$ cat src/design/clk_src_pkg.sv
// Purpose: Shared constants and types for the clock-source control block.
// Assumes: One 125 MHz reference clock; oscillators are modelled digitally.
// Notes:   Reset values and start-up and settling counts live here; oscillator divide counts are set in the top module.
package clk_src_pkg;

   localparam int unsigned REF_CLK_MHZ = 125;

   // Oscillator-mode configuration codes.
   typedef enum logic [2:0] {
      MODE_ECL     = 3'h0,
      MODE_ECM     = 3'h1,
      MODE_ECH     = 3'h2,
      MODE_LP      = 3'h3,
      MODE_INTERNAL_OSCILLATOR_BLOCK  = 3'h4,
      MODE_XT      = 3'h5,
      MODE_HS      = 3'h6,
      MODE_EXTERNAL_RC_MODE   = 3'h7
   } osc_mode_t;

   // Default-source code that means the internal oscillator block.
   localparam logic [2:0] DEFAULT_SRC_INTERNAL = 3'h4;

   // Crystal start-up count in primary oscillator cycles.
   localparam int unsigned XTAL_STARTUP_CYCLES = 1024;

   // System-clock-select encodings.
   localparam logic [1:0] SEL_DEFAULT   = 2'h0;
   localparam logic [1:0] SEL_SECONDARY = 2'h1;
   localparam logic [1:0] SEL_RESET     = 2'h0;

   // Frequency-select field.
   localparam logic [3:0] FREQ_SEL_RESET = 4'h7;
   localparam logic [3:0] FREQ_SEL_PLL8M = 4'hE;
   localparam logic [3:0] FREQ_SEL_LF    = 4'h0;

   // Tuning reset value.
   localparam logic [5:0] TRIM_RESET = 6'h00;

   // Settling times of the modelled internal oscillators, in ns.
   localparam int unsigned FAST_START_NS = 200;
   localparam int unsigned HF_LOCK_NS    = 2000;
   localparam int unsigned HF_STABLE_NS  = 4000;
   localparam int unsigned MF_READY_NS   = 400;

   function automatic int unsigned ns_to_cycles(input int unsigned ns);
      int unsigned c;
      c = (ns * REF_CLK_MHZ + 999) / 1000;
      return (c < 1) ? 1 : c;
   endfunction

   localparam int unsigned FAST_START_CYC = ns_to_cycles(FAST_START_NS);
   localparam int unsigned HF_LOCK_CYC    = ns_to_cycles(HF_LOCK_NS);
   localparam int unsigned HF_STABLE_CYC  = ns_to_cycles(HF_STABLE_NS);
   localparam int unsigned MF_READY_CYC   = ns_to_cycles(MF_READY_NS);

   // Postscaler divide per frequency-select code, as a power of two.
   // HF settings 0xF..0xA divide the 16 MHz source; MF 0x9..0x1 the 500 kHz.
   function automatic logic [3:0] post_shift(input logic [3:0] sel);
      logic [3:0] s;
      s = 4'h0;
      unique case (sel)
         4'hF:    s = 4'h0;
         4'hE:    s = 4'h1;
         4'hD:    s = 4'h2;
         4'hC:    s = 4'h3;
         4'hB:    s = 4'h4;
         4'hA:    s = 4'h5;
         4'h9:    s = 4'h6;
         4'h8:    s = 4'h7;
         4'h7:    s = 4'h0;
         4'h6:    s = 4'h1;
         4'h5:    s = 4'h2;
         4'h4:    s = 4'h3;
         4'h3:    s = 4'h4;
         4'h2:    s = 4'h5;
         4'h1:    s = 4'h6;
         default: s = 4'h0;
      endcase
      return s;
   endfunction

   function automatic logic is_hf_sel(input logic [3:0] sel);
      return sel >= 4'hA;
   endfunction

   function automatic logic is_mf_sel(input logic [3:0] sel);
      return (sel != FREQ_SEL_LF) && (sel < 4'hA);
   endfunction

endpackage

$ cat src/design/system_clock_source_control.sv
// Purpose: Clock-source selection, crystal start-up and internal
//          oscillator enables for the oscillator unit.
// Assumes: All pin and configuration inputs are synchronous to ref_clk.
// Notes:   Oscillators are modelled as enable pulses on one clock.
`timescale 1ns/1ps
module system_clock_source_control #(
   parameter int unsigned XTAL_COUNT = clk_src_pkg::XTAL_STARTUP_CYCLES
) (
   input  wire logic       ref_clk,
   input  wire logic       rst_n,
   input  wire logic [2:0] osc_mode_cfg,
   input  wire logic       nv_multiplier_enable,
   input  wire logic       clock_output_pin_config,
   input  wire logic       clock_failure_monitor_en,
   input  wire logic       dual_speed_en,
   input  wire logic       power_up_delay_en,
   input  wire logic       power_up_delay_done,
   input  wire logic       sleep_wake,
   input  wire logic       primary_osc_input_pin,
   input  wire logic       secondary_osc_tick,
   input  wire logic       sw_multiplier_enable,
   input  wire logic [1:0] clk_select_wr_data,
   input  wire logic       clk_select_wr,
   input  wire logic [3:0] freq_select_wr_data,
   input  wire logic       freq_select_wr,
   input  wire logic [5:0] trim_wr_data,
   input  wire logic       trim_wr,
   output logic [1:0]      clk_select,
   output logic [3:0]      internal_freq_select,
   output logic [5:0]      frequency_trim,
   output logic            multiplier_on,
   output logic            hf_ready_flag,
   output logic            hf_locked_flag,
   output logic            hf_stable_flag,
   output logic            mf_ready_flag,
   output logic            hf_enable,
   output logic            mf_enable,
   output logic            lf_enable,
   output logic            xtal_startup_done,
   output logic            cpu_hold,
   output logic            sys_clk_tick,
   output logic            osc_out_pin_is_clkout,
   output logic            osc_in_pin_is_gpio
);
   typedef enum logic [1:0] {
      ST_IDLE,
      ST_WAIT_POWER_UP_DELAY_TIMER,
      ST_COUNT,
      ST_DONE
   } start_state_t;

   start_state_t state_q, state_d;
   logic [1:0]   sel_q, sel_d;
   logic [3:0]   fsel_q, fsel_d;
   logic [5:0]   trim_q, trim_d;
   logic         first_q, first_d;
   logic         xstart;
   logic         xdone;
   logic         xtal_mode;
   logic         ext_mode;
   logic         intsel, intrun;
   logic         hf_en, mf_en, lf_en;
   logic         hf_rdy, hf_lck, hf_stb, hf_tick;
   logic         mf_rdy, mf_tick;
   logic         lf_tick;
   logic         fast_rdy;
   logic         sys_tick;
   logic [3:0]   shift;

   // Register updates from software.
   always_comb begin
      sel_d  = sel_q;
      fsel_d = fsel_q;
      trim_d = trim_q;
      if (clk_select_wr) begin
         sel_d = clk_select_wr_data;
      end
      if (freq_select_wr) begin
         fsel_d = freq_select_wr_data;
      end
      if (trim_wr) begin
         trim_d = trim_wr_data;
      end
   end

   always_ff @(posedge ref_clk or negedge rst_n) begin
      if (!rst_n) begin
         sel_q  <= clk_src_pkg::SEL_RESET;
         fsel_q <= clk_src_pkg::FREQ_SEL_RESET;
         trim_q <= clk_src_pkg::TRIM_RESET;
      end else begin
         sel_q  <= sel_d;
         fsel_q <= fsel_d;
         trim_q <= trim_d;
      end
   end

   assign xtal_mode = (osc_mode_cfg == clk_src_pkg::MODE_LP) ||
                      (osc_mode_cfg == clk_src_pkg::MODE_XT) ||
                      (osc_mode_cfg == clk_src_pkg::MODE_HS);
   assign ext_mode  = (osc_mode_cfg == clk_src_pkg::MODE_ECL) ||
                      (osc_mode_cfg == clk_src_pkg::MODE_ECM) ||
                      (osc_mode_cfg == clk_src_pkg::MODE_ECH);

   // Start-up sequencer: power-on in crystal modes waits for the optional delay timer.
   always_comb begin
      state_d = state_q;
      first_d = 1'b0;
      xstart  = 1'b0;
      unique case (state_q)
         ST_IDLE: begin
            if (!xtal_mode) begin
               state_d = ST_DONE;
            end else if (power_up_delay_en && !power_up_delay_done) begin
               state_d = ST_WAIT_POWER_UP_DELAY_TIMER;
            end else begin
               xstart  = 1'b1;
               state_d = ST_COUNT;
            end
         end
         ST_WAIT_POWER_UP_DELAY_TIMER: begin
            if (power_up_delay_done) begin
               xstart  = 1'b1;
               state_d = ST_COUNT;
            end
         end
         ST_COUNT: begin
            if (xdone) begin
               state_d = ST_DONE;
            end
         end
         ST_DONE: begin
            if (sleep_wake && xtal_mode) begin
               xstart  = 1'b1;
               state_d = ST_COUNT;
            end
         end
      endcase
      if (xstart) begin
         first_d = 1'b1;
      end
   end

   always_ff @(posedge ref_clk or negedge rst_n) begin
      if (!rst_n) begin
         state_q <= ST_IDLE;
         first_q <= 1'b0;
      end else begin
         state_q <= state_d;
         first_q <= first_d;
      end
   end

   xtal_startup_counter #(
      .COUNT (XTAL_COUNT)
   ) u_xtal (
      .ref_clk (ref_clk),
      .rst_n   (rst_n),
      .start   (xstart),
      .osc_in  (primary_osc_input_pin),
      .done    (xdone)
   );

   // Internal block is the clock when the default source is internal
   // and select is 00, or whenever select is 1x.
   assign intsel = sel_q[1] ||
                   ((sel_q == clk_src_pkg::SEL_DEFAULT) &&
                    (osc_mode_cfg == clk_src_pkg::DEFAULT_SRC_INTERNAL));
   // Monitor or dual speed keeps the internal block up during the count.
   assign intrun = intsel || (xtal_mode && (state_q != ST_DONE) &&
                   (clock_failure_monitor_en || dual_speed_en));
   assign hf_en = intrun && clk_src_pkg::is_hf_sel(fsel_q);
   assign mf_en = intrun && clk_src_pkg::is_mf_sel(fsel_q);
   assign lf_en = intrun && (fsel_q == clk_src_pkg::FREQ_SEL_LF);
   assign shift = clk_src_pkg::post_shift(fsel_q);

   // The HF source is the MF reference multiplied; modelled as a faster
   // tick that runs whenever hf_en is set, with no dependence on the MF model.
   int_osc_model #(
      .SRC_DIV  (8),
      .LOCK_CYC (clk_src_pkg::HF_LOCK_CYC),
      .STAB_CYC (clk_src_pkg::HF_STABLE_CYC)
   ) u_hf (
      .ref_clk (ref_clk),
      .rst_n   (rst_n),
      .enable  (hf_en),
      .shift   (shift),
      .ready   (hf_rdy),
      .locked  (hf_lck),
      .stable  (hf_stb),
      .tick    (hf_tick)
   );

   int_osc_model #(
      .SRC_DIV  (250),
      .LOCK_CYC (clk_src_pkg::MF_READY_CYC),
      .STAB_CYC (clk_src_pkg::MF_READY_CYC)
   ) u_mf (
      .ref_clk (ref_clk),
      .rst_n   (rst_n),
      .enable  (mf_en),
      .shift   (shift),
      .ready   (mf_rdy),
      .locked  (),
      .stable  (),
      .tick    (mf_tick)
   );

   int_osc_model #(
      .SRC_DIV  (4032),
      .LOCK_CYC (1),
      .STAB_CYC (1)
   ) u_lf (
      .ref_clk (ref_clk),
      .rst_n   (rst_n),
      .enable  (lf_en),
      .shift   (4'h0),
      .ready   (),
      .locked  (),
      .stable  (),
      .tick    (lf_tick)
   );

   // Fast start model times the HF power-up window; HF ticks reach the system tick only once it locks when the internal block is selected.
   int_osc_model #(
      .SRC_DIV  (1),
      .LOCK_CYC (clk_src_pkg::FAST_START_CYC),
      .STAB_CYC (clk_src_pkg::FAST_START_CYC)
   ) u_fast (
      .ref_clk (ref_clk),
      .rst_n   (rst_n),
      .enable  (hf_en),
      .shift   (4'h0),
      .ready   (),
      .locked  (fast_rdy),
      .stable  (),
      .tick    ()
   );

   // System tick mux; the crystal path is only released after the count.
   always_comb begin
      sys_tick = 1'b0;
      if (sel_q == clk_src_pkg::SEL_SECONDARY) begin
         sys_tick = secondary_osc_tick;
      end else if (intsel) begin
         sys_tick = (hf_tick && fast_rdy) || mf_tick || lf_tick;
      end else if (state_q == ST_DONE) begin
         sys_tick = primary_osc_input_pin;
      end else if (clock_failure_monitor_en || dual_speed_en) begin
         sys_tick = hf_tick || mf_tick || lf_tick;
      end
   end

   logic hold_d;
   logic mult_d;
   assign hold_d = xtal_mode && !intsel &&
                   (sel_q == clk_src_pkg::SEL_DEFAULT) &&
                   (state_q != ST_DONE) &&
                   !(clock_failure_monitor_en || dual_speed_en);
   assign mult_d = nv_multiplier_enable || sw_multiplier_enable;

   always_ff @(posedge ref_clk or negedge rst_n) begin
      if (!rst_n) begin
         clk_select            <= clk_src_pkg::SEL_RESET;
         internal_freq_select  <= clk_src_pkg::FREQ_SEL_RESET;
         frequency_trim        <= clk_src_pkg::TRIM_RESET;
         multiplier_on         <= 1'b0;
         hf_ready_flag         <= 1'b0;
         hf_locked_flag        <= 1'b0;
         hf_stable_flag        <= 1'b0;
         mf_ready_flag         <= 1'b0;
         hf_enable             <= 1'b0;
         mf_enable             <= 1'b0;
         lf_enable             <= 1'b0;
         xtal_startup_done     <= 1'b0;
         cpu_hold              <= 1'b0;
         sys_clk_tick          <= 1'b0;
         osc_out_pin_is_clkout <= 1'b0;
         osc_in_pin_is_gpio    <= 1'b0;
      end else begin
         clk_select            <= sel_q;
         internal_freq_select  <= fsel_q;
         frequency_trim        <= trim_q;
         multiplier_on         <= mult_d;
         hf_ready_flag         <= hf_rdy;
         hf_locked_flag        <= hf_lck;
         hf_stable_flag        <= hf_stb;
         mf_ready_flag         <= mf_rdy;
         hf_enable             <= hf_en;
         mf_enable             <= mf_en;
         lf_enable             <= lf_en;
         xtal_startup_done     <= (state_q == ST_DONE) && !first_q;
         cpu_hold              <= hold_d;
         sys_clk_tick          <= sys_tick;
         osc_out_pin_is_clkout <= clock_output_pin_config &&
            ((osc_mode_cfg == clk_src_pkg::MODE_EXTERNAL_RC_MODE) ||
             (osc_mode_cfg == clk_src_pkg::MODE_INTERNAL_OSCILLATOR_BLOCK) ||
             ext_mode);
         osc_in_pin_is_gpio    <=
            (osc_mode_cfg == clk_src_pkg::MODE_INTERNAL_OSCILLATOR_BLOCK);
      end
   end
endmodule

$ cat src/design/xtal_startup_counter.sv
// Purpose: Counts primary oscillator cycles after a start event.
// Assumes: The oscillator input is already synchronous to ref_clk.
// Notes:   done stays high until the next start request.
`timescale 1ns/1ps
module xtal_startup_counter #(
   parameter int unsigned COUNT = clk_src_pkg::XTAL_STARTUP_CYCLES
) (
   input  wire logic ref_clk,
   input  wire logic rst_n,
   input  wire logic start,
   input  wire logic osc_in,
   output logic      done
);
   localparam int unsigned W = $clog2(COUNT + 1);

   initial begin
      if (COUNT < 2) begin
         $error("COUNT must be at least 2");
      end
   end

   logic [W-1:0] cnt_q;
   logic [W-1:0] cnt_d;
   logic         run_q;
   logic         run_d;
   logic         prev_q;
   logic         prev_d;
   logic         done_q;
   logic         done_d;

   always_comb begin
      cnt_d  = cnt_q;
      run_d  = run_q;
      done_d = done_q;
      prev_d = osc_in;
      if (start) begin
         cnt_d  = '0;
         run_d  = 1'b1;
         done_d = 1'b0;
      end else if (run_q && osc_in && !prev_q) begin
         if (cnt_q == W'(COUNT - 1)) begin
            run_d  = 1'b0;
            done_d = 1'b1;
         end
         cnt_d = cnt_q + 1'b1;
      end
   end

   always_ff @(posedge ref_clk or negedge rst_n) begin
      if (!rst_n) begin
         cnt_q  <= '0;
         run_q  <= 1'b0;
         done_q <= 1'b0;
         prev_q <= 1'b0;
      end else begin
         cnt_q  <= cnt_d;
         run_q  <= run_d;
         done_q <= done_d;
         prev_q <= prev_d;
      end
   end

   assign done = done_q;
endmodule

$ cat src/design/int_osc_model.sv
// Purpose: Digital model of one internal oscillator with postscaler.
// Assumes: Source rate is one enable pulse every SRC_DIV ref_clk cycles.
// Notes:   Ready follows enable after a start time; flags drop on disable.
`timescale 1ns/1ps
module int_osc_model #(
   parameter int unsigned SRC_DIV  = 8,
   parameter int unsigned LOCK_CYC = 1,
   parameter int unsigned STAB_CYC = 1
) (
   input  wire logic       ref_clk,
   input  wire logic       rst_n,
   input  wire logic       enable,
   input  wire logic [3:0] shift,
   output logic            ready,
   output logic            locked,
   output logic            stable,
   output logic            tick
);
   localparam int unsigned TW = $clog2(STAB_CYC + 2);
   localparam int unsigned DW = $clog2(SRC_DIV + 1);

   initial begin
      if (SRC_DIV < 1 || LOCK_CYC > STAB_CYC) begin
         $error("Bad oscillator model parameters");
      end
   end

   logic [TW-1:0] age_q, age_d;
   logic [DW-1:0] div_q, div_d;
   logic [7:0]    post_q, post_d;
   logic          tick_q, tick_d;
   logic          src;

   always_comb begin
      age_d  = age_q;
      div_d  = div_q;
      post_d = post_q;
      tick_d = 1'b0;
      src    = 1'b0;
      if (!enable) begin
         age_d  = '0;
         div_d  = '0;
         post_d = '0;
      end else begin
         if (age_q != TW'(STAB_CYC)) begin
            age_d = age_q + 1'b1;
         end
         if (div_q == DW'(SRC_DIV - 1)) begin
            div_d = '0;
            src   = 1'b1;
         end else begin
            div_d = div_q + 1'b1;
         end
         if (src) begin
            post_d = post_q + 1'b1;
            tick_d = ((post_q + 8'h01) & ((8'h01 << shift) - 8'h01)) == 8'h00;
         end
      end
   end

   always_ff @(posedge ref_clk or negedge rst_n) begin
      if (!rst_n) begin
         age_q  <= '0;
         div_q  <= '0;
         post_q <= '0;
         tick_q <= 1'b0;
      end else begin
         age_q  <= age_d;
         div_q  <= div_d;
         post_q <= post_d;
         tick_q <= tick_d;
      end
   end

   assign ready  = enable && (age_q != '0);
   assign locked = enable && (age_q >= TW'(LOCK_CYC));
   assign stable = enable && (age_q == TW'(STAB_CYC));
   assign tick   = tick_q;
endmodule

$ cat config.mk
export PLATFORM = sky130hd
export DESIGN_NAME = system_clock_source_control
export DESIGN_NICKNAME = d
export VERILOG_FILES = /design/src/design/clk_src_pkg.sv /design/src/design/system_clock_source_control.sv /design/src/design/xtal_startup_counter.sv /design/src/design/int_osc_model.sv
export SDC_FILE = /design/constraint.sdc
export NUM_CORES = 1
export LEC_CHECK = 0
export BUFFER_PORTS_ARGS = -buffer_cell sky130_fd_sc_hd__buf_2
export CAP_MARGIN = 20
export CORE_ASPECT_RATIO = 1.75
export CORE_MARGIN = 5
export CORE_UTILIZATION = 40
export CTS_CLUSTER_SIZE = 30
export DETAILED_ROUTE_END_ITERATION = 10
export GPL_TIMING_DRIVEN = 0
export SLEW_MARGIN = 10
export SYNTH_ARGS = -nofsm -noshare
export SYNTH_HDL_FRONTEND = slang
export SYNTH_HIERARCHICAL = 1
export SYNTH_SLANG_ARGS = --single-unit
$ cat constraint.sdc
create_clock -name ref_clk -period 2.8 [get_ports ref_clk]
set_input_delay 0.56 -clock ref_clk [delete_from_list [all_inputs] [get_ports ref_clk]]
set_output_delay 0.56 -clock ref_clk [all_outputs]
set_load 0.1 [all_outputs]
==> impl_metrics.yaml <==
power:
  pwr-share-comb: 0.152
  seq_power_share: 0.396
  p_per_area_mw_per_mm2: 676
  p_int_mw: 3.67
  clockPowerShare: 0.452
  leakage_nw: 3.34
  p_sw_frac: 0.291
  power_mw: 5.17
  irDropWorstVdd_mv: 0.325
  power_switching_mw: 1.51
logic_synthesis:
  syn-cell-area_mm2: 0.00635
  syn_avg_cell_area_um2: 10.3
  synthCells: 619
  yosys_warnings: 6
global_route:
  first_global_vias: 4977
  grt_overflow_total: 0
  grt_usage: 0.149
  grt_first_pass_wirelength_mm: 23.0
  grt_max_degree: 74
  antenna_found_initial: 0
die:
  core_area_mm2: 0.0157
  initial_core_util: 0.404
  die_area_mm2: 0.0186
  num_rows: 61
  ioPinCount: 55
  die_y_um: 177
  die_x_um: 105
timing:
  slew_violations: 0
  fin_skew_ns: 0.0119
  tightest_slew_ns: 0.609
  fmax_ghz: 0.391
  whs_ns: 0.0823
  hold_viol_final: 0
  post-route-min-period_ns: 2.56
  worst_slack_ns: 0.241
  rsz0062_at_grt: "no"
  relSlewSlack: 0.592
  setup_viol: 0
  period_share: 0.914
critical_path:
  ff2ff_path_depth: 9
  cp.arrival_ns: 2.86
  cp_common_cell: "nor3_1"
  crit_path_start_kind: "register"
  cp_top_family: "simple AND/OR/NAND/NOR gates"
  crit_chain: "nor3_1, nor2_1, or4_4, ha_1, nor3_1, a21oi_1, o21ai_0, a211o_1, a221oi_2"
  crit_slowest_cell: "dfstp_2"
  timing.rr.start: "fsel_q[0]$_DFFE_PN1P_"
  cp.required_ns: 3.10
  r2r_setup_slack_ns: 0.24
  slowest_delay_ns: 0.61
  cp.buffers_inverters: 0
  worst-setup-path-type: "reg2reg"
  cp_max_fo: 10
  reg2reg_to: "u_mf/tick$_DFF_PN0_"
  worst_setup_path_end_kind: "register"
worst_hold_path:
  hold_path.class: "in2async"
placement:
  port_buffers: 53
  place_congestion: 0.803
  dp_slack_ns: -0.209
  detailed_place_hpwl_mm: 9.63
layout:
  num-nets-final: 776
  fill_cells: 1453
  antennaDiodeCount: 0
  layout-drive-gt1-share: 0.183
  area_delta_synth_final_pct: 20.5
  final_util: 0.487
clock_tree:
  htree_levels: 4
  holdBufCountCts: 0
  numCtsBuffers: 17
  cts_sinks: 125
  clk_latency_ns: 0.41
  cts_tree: "built"
  cts_post_setup_buffers_inserted: 0
  ctsResizeCount: 0
  clock-root-buffer: "clkbuf_16"
  clk_pin_slew_ns: 0.06
  cts_buffer_depth: 2
run_status:
  outcome: "finished clean"
detailed_routing:
  totalWireLength_mm: 13.3
  wl_per_cell_um: 14.3
  vias: 4840
  drc: 0
  drt_pass1_iterations: 4
  viasPerCell: 5.22
  antenna_left: 0
  drtIter0Drc: 198
flow_run:
  cap_violations: 0
state kept, by name, indices dropped and copies added, names as in the netlist, 4 cells and up:
name,flops
u_lf/div_q,12
u_xtal/cnt_q,11
u_hf/age_q,9
u_hf/post_q,8
u_lf/post_q,8
u_mf/div_q,8
u_mf/post_q,8
frequency_trim,6
trim_q,6
u_mf/age_q,6
u_fast/age_q,5
fsel_q,4
internal_freq_select,4
u_hf/div_q,4
placed cells by master (no fill, tap or decap), drive strengths merged, types with 4 or more instances in the layout:
cell type and n:
nor2b 11, or3 13, nand3 30, a31oi 6, ha 20, nand3b 5, clkbuf 33, mux2i 4
dfrtp 119, a21oi 20, bufinv 4, nand4 9, or4 9, and2 17, o21a 5, xnor2 39
clkinv 7, inv 19, mux2 13, o211ai 5, or2 4, and4 6, nor4 8, dfstp 6
o21ai 25, and3 10, a21boi 5, o31ai 5, conb 35, nor3 15, buf 58, nand2b 11
xor2 22, nor2 72, nand2 37
cell type report:
| class | count | area, µm² | area share |
|---|---|---|---|
| flip-flops and latches | 125 | 3140 | 0.410 |
| multi-input cells | 492 | 3200 | 0.418 |
| plain buffers | 18 | 78.8 | 0.0103 |
| clock buffers | 19 | 443 | 0.0579 |
| well taps | 189 | 236 | 0.0309 |
| inverters | 18 | 67.6 | 0.00883 |
| clock inverters | 13 | 190 | 0.0249 |
| repair buffers | 54 | 299 | 0.0391 |
how the worst max path moves through the flow:
stage,startpoint,endpoint,slack [ns],cells after the start
CTS,state_q[1]$_DFFE_PN0P_,u_fast/age_q[0]$_DFFE_PN0N_,0.008,9
global route,fsel_q[3]$_DFFE_PN0P_,u_hf/tick$_DFF_PN0_,0.08,9
detailed placement,osc_mode_cfg[0],u_fast/age_q[0]$_DFFE_PN0N_,-0.21,9
global placement,rst_n,multiplier_on$_DFF_PN0_,-0.38,1
finish,fsel_q[0]$_DFFE_PN1P_,u_mf/tick$_DFF_PN0_,0.24,9
floorplan,fsel_q[1]$_DFFE_PN1P_,u_hf/tick$_DFF_PN0_,0.52,8
power by group through the flow:
stage                     clock, mW  sequential [mW]  combinational, mW
after floorplan                   0             2.33              0.309
after global placement            0             2.07              0.760
after detailed placement          0             2.08              0.789
after CTS                      2.39             2.05              0.793
after global routing           2.47             2.07              0.859
final                          2.34             2.05              0.784
metrics by stage:
stage / area (µm²) / setup TNS (ns) / instances
after floorplan: 6470 / 0 / 653
after global placement: 6980 / -44.15 / 895
after detailed placement: 7010 / -0.660 / 896
after CTS: 7640 / 0 / 928
after global routing: 7650 / 0 / 928
final: 7650 / 0 / 928
routing by layer:
| layer | vias to the layer above | track usage | share of wire |
|---|---|---|---|
| met1 | 2392 | 0.166 | 0.39 |
| li1 | 2357 | - | - |
| met4 | 0 | 0.0587 | 0.017 |
| met3 | 15 | 0.0307 | 0.030 |
| met5 | - | 0 | 0 |
| met2 | 76 | 0.274 | 0.56 |
No activity file was read; power rests on OpenSTA's default activity.
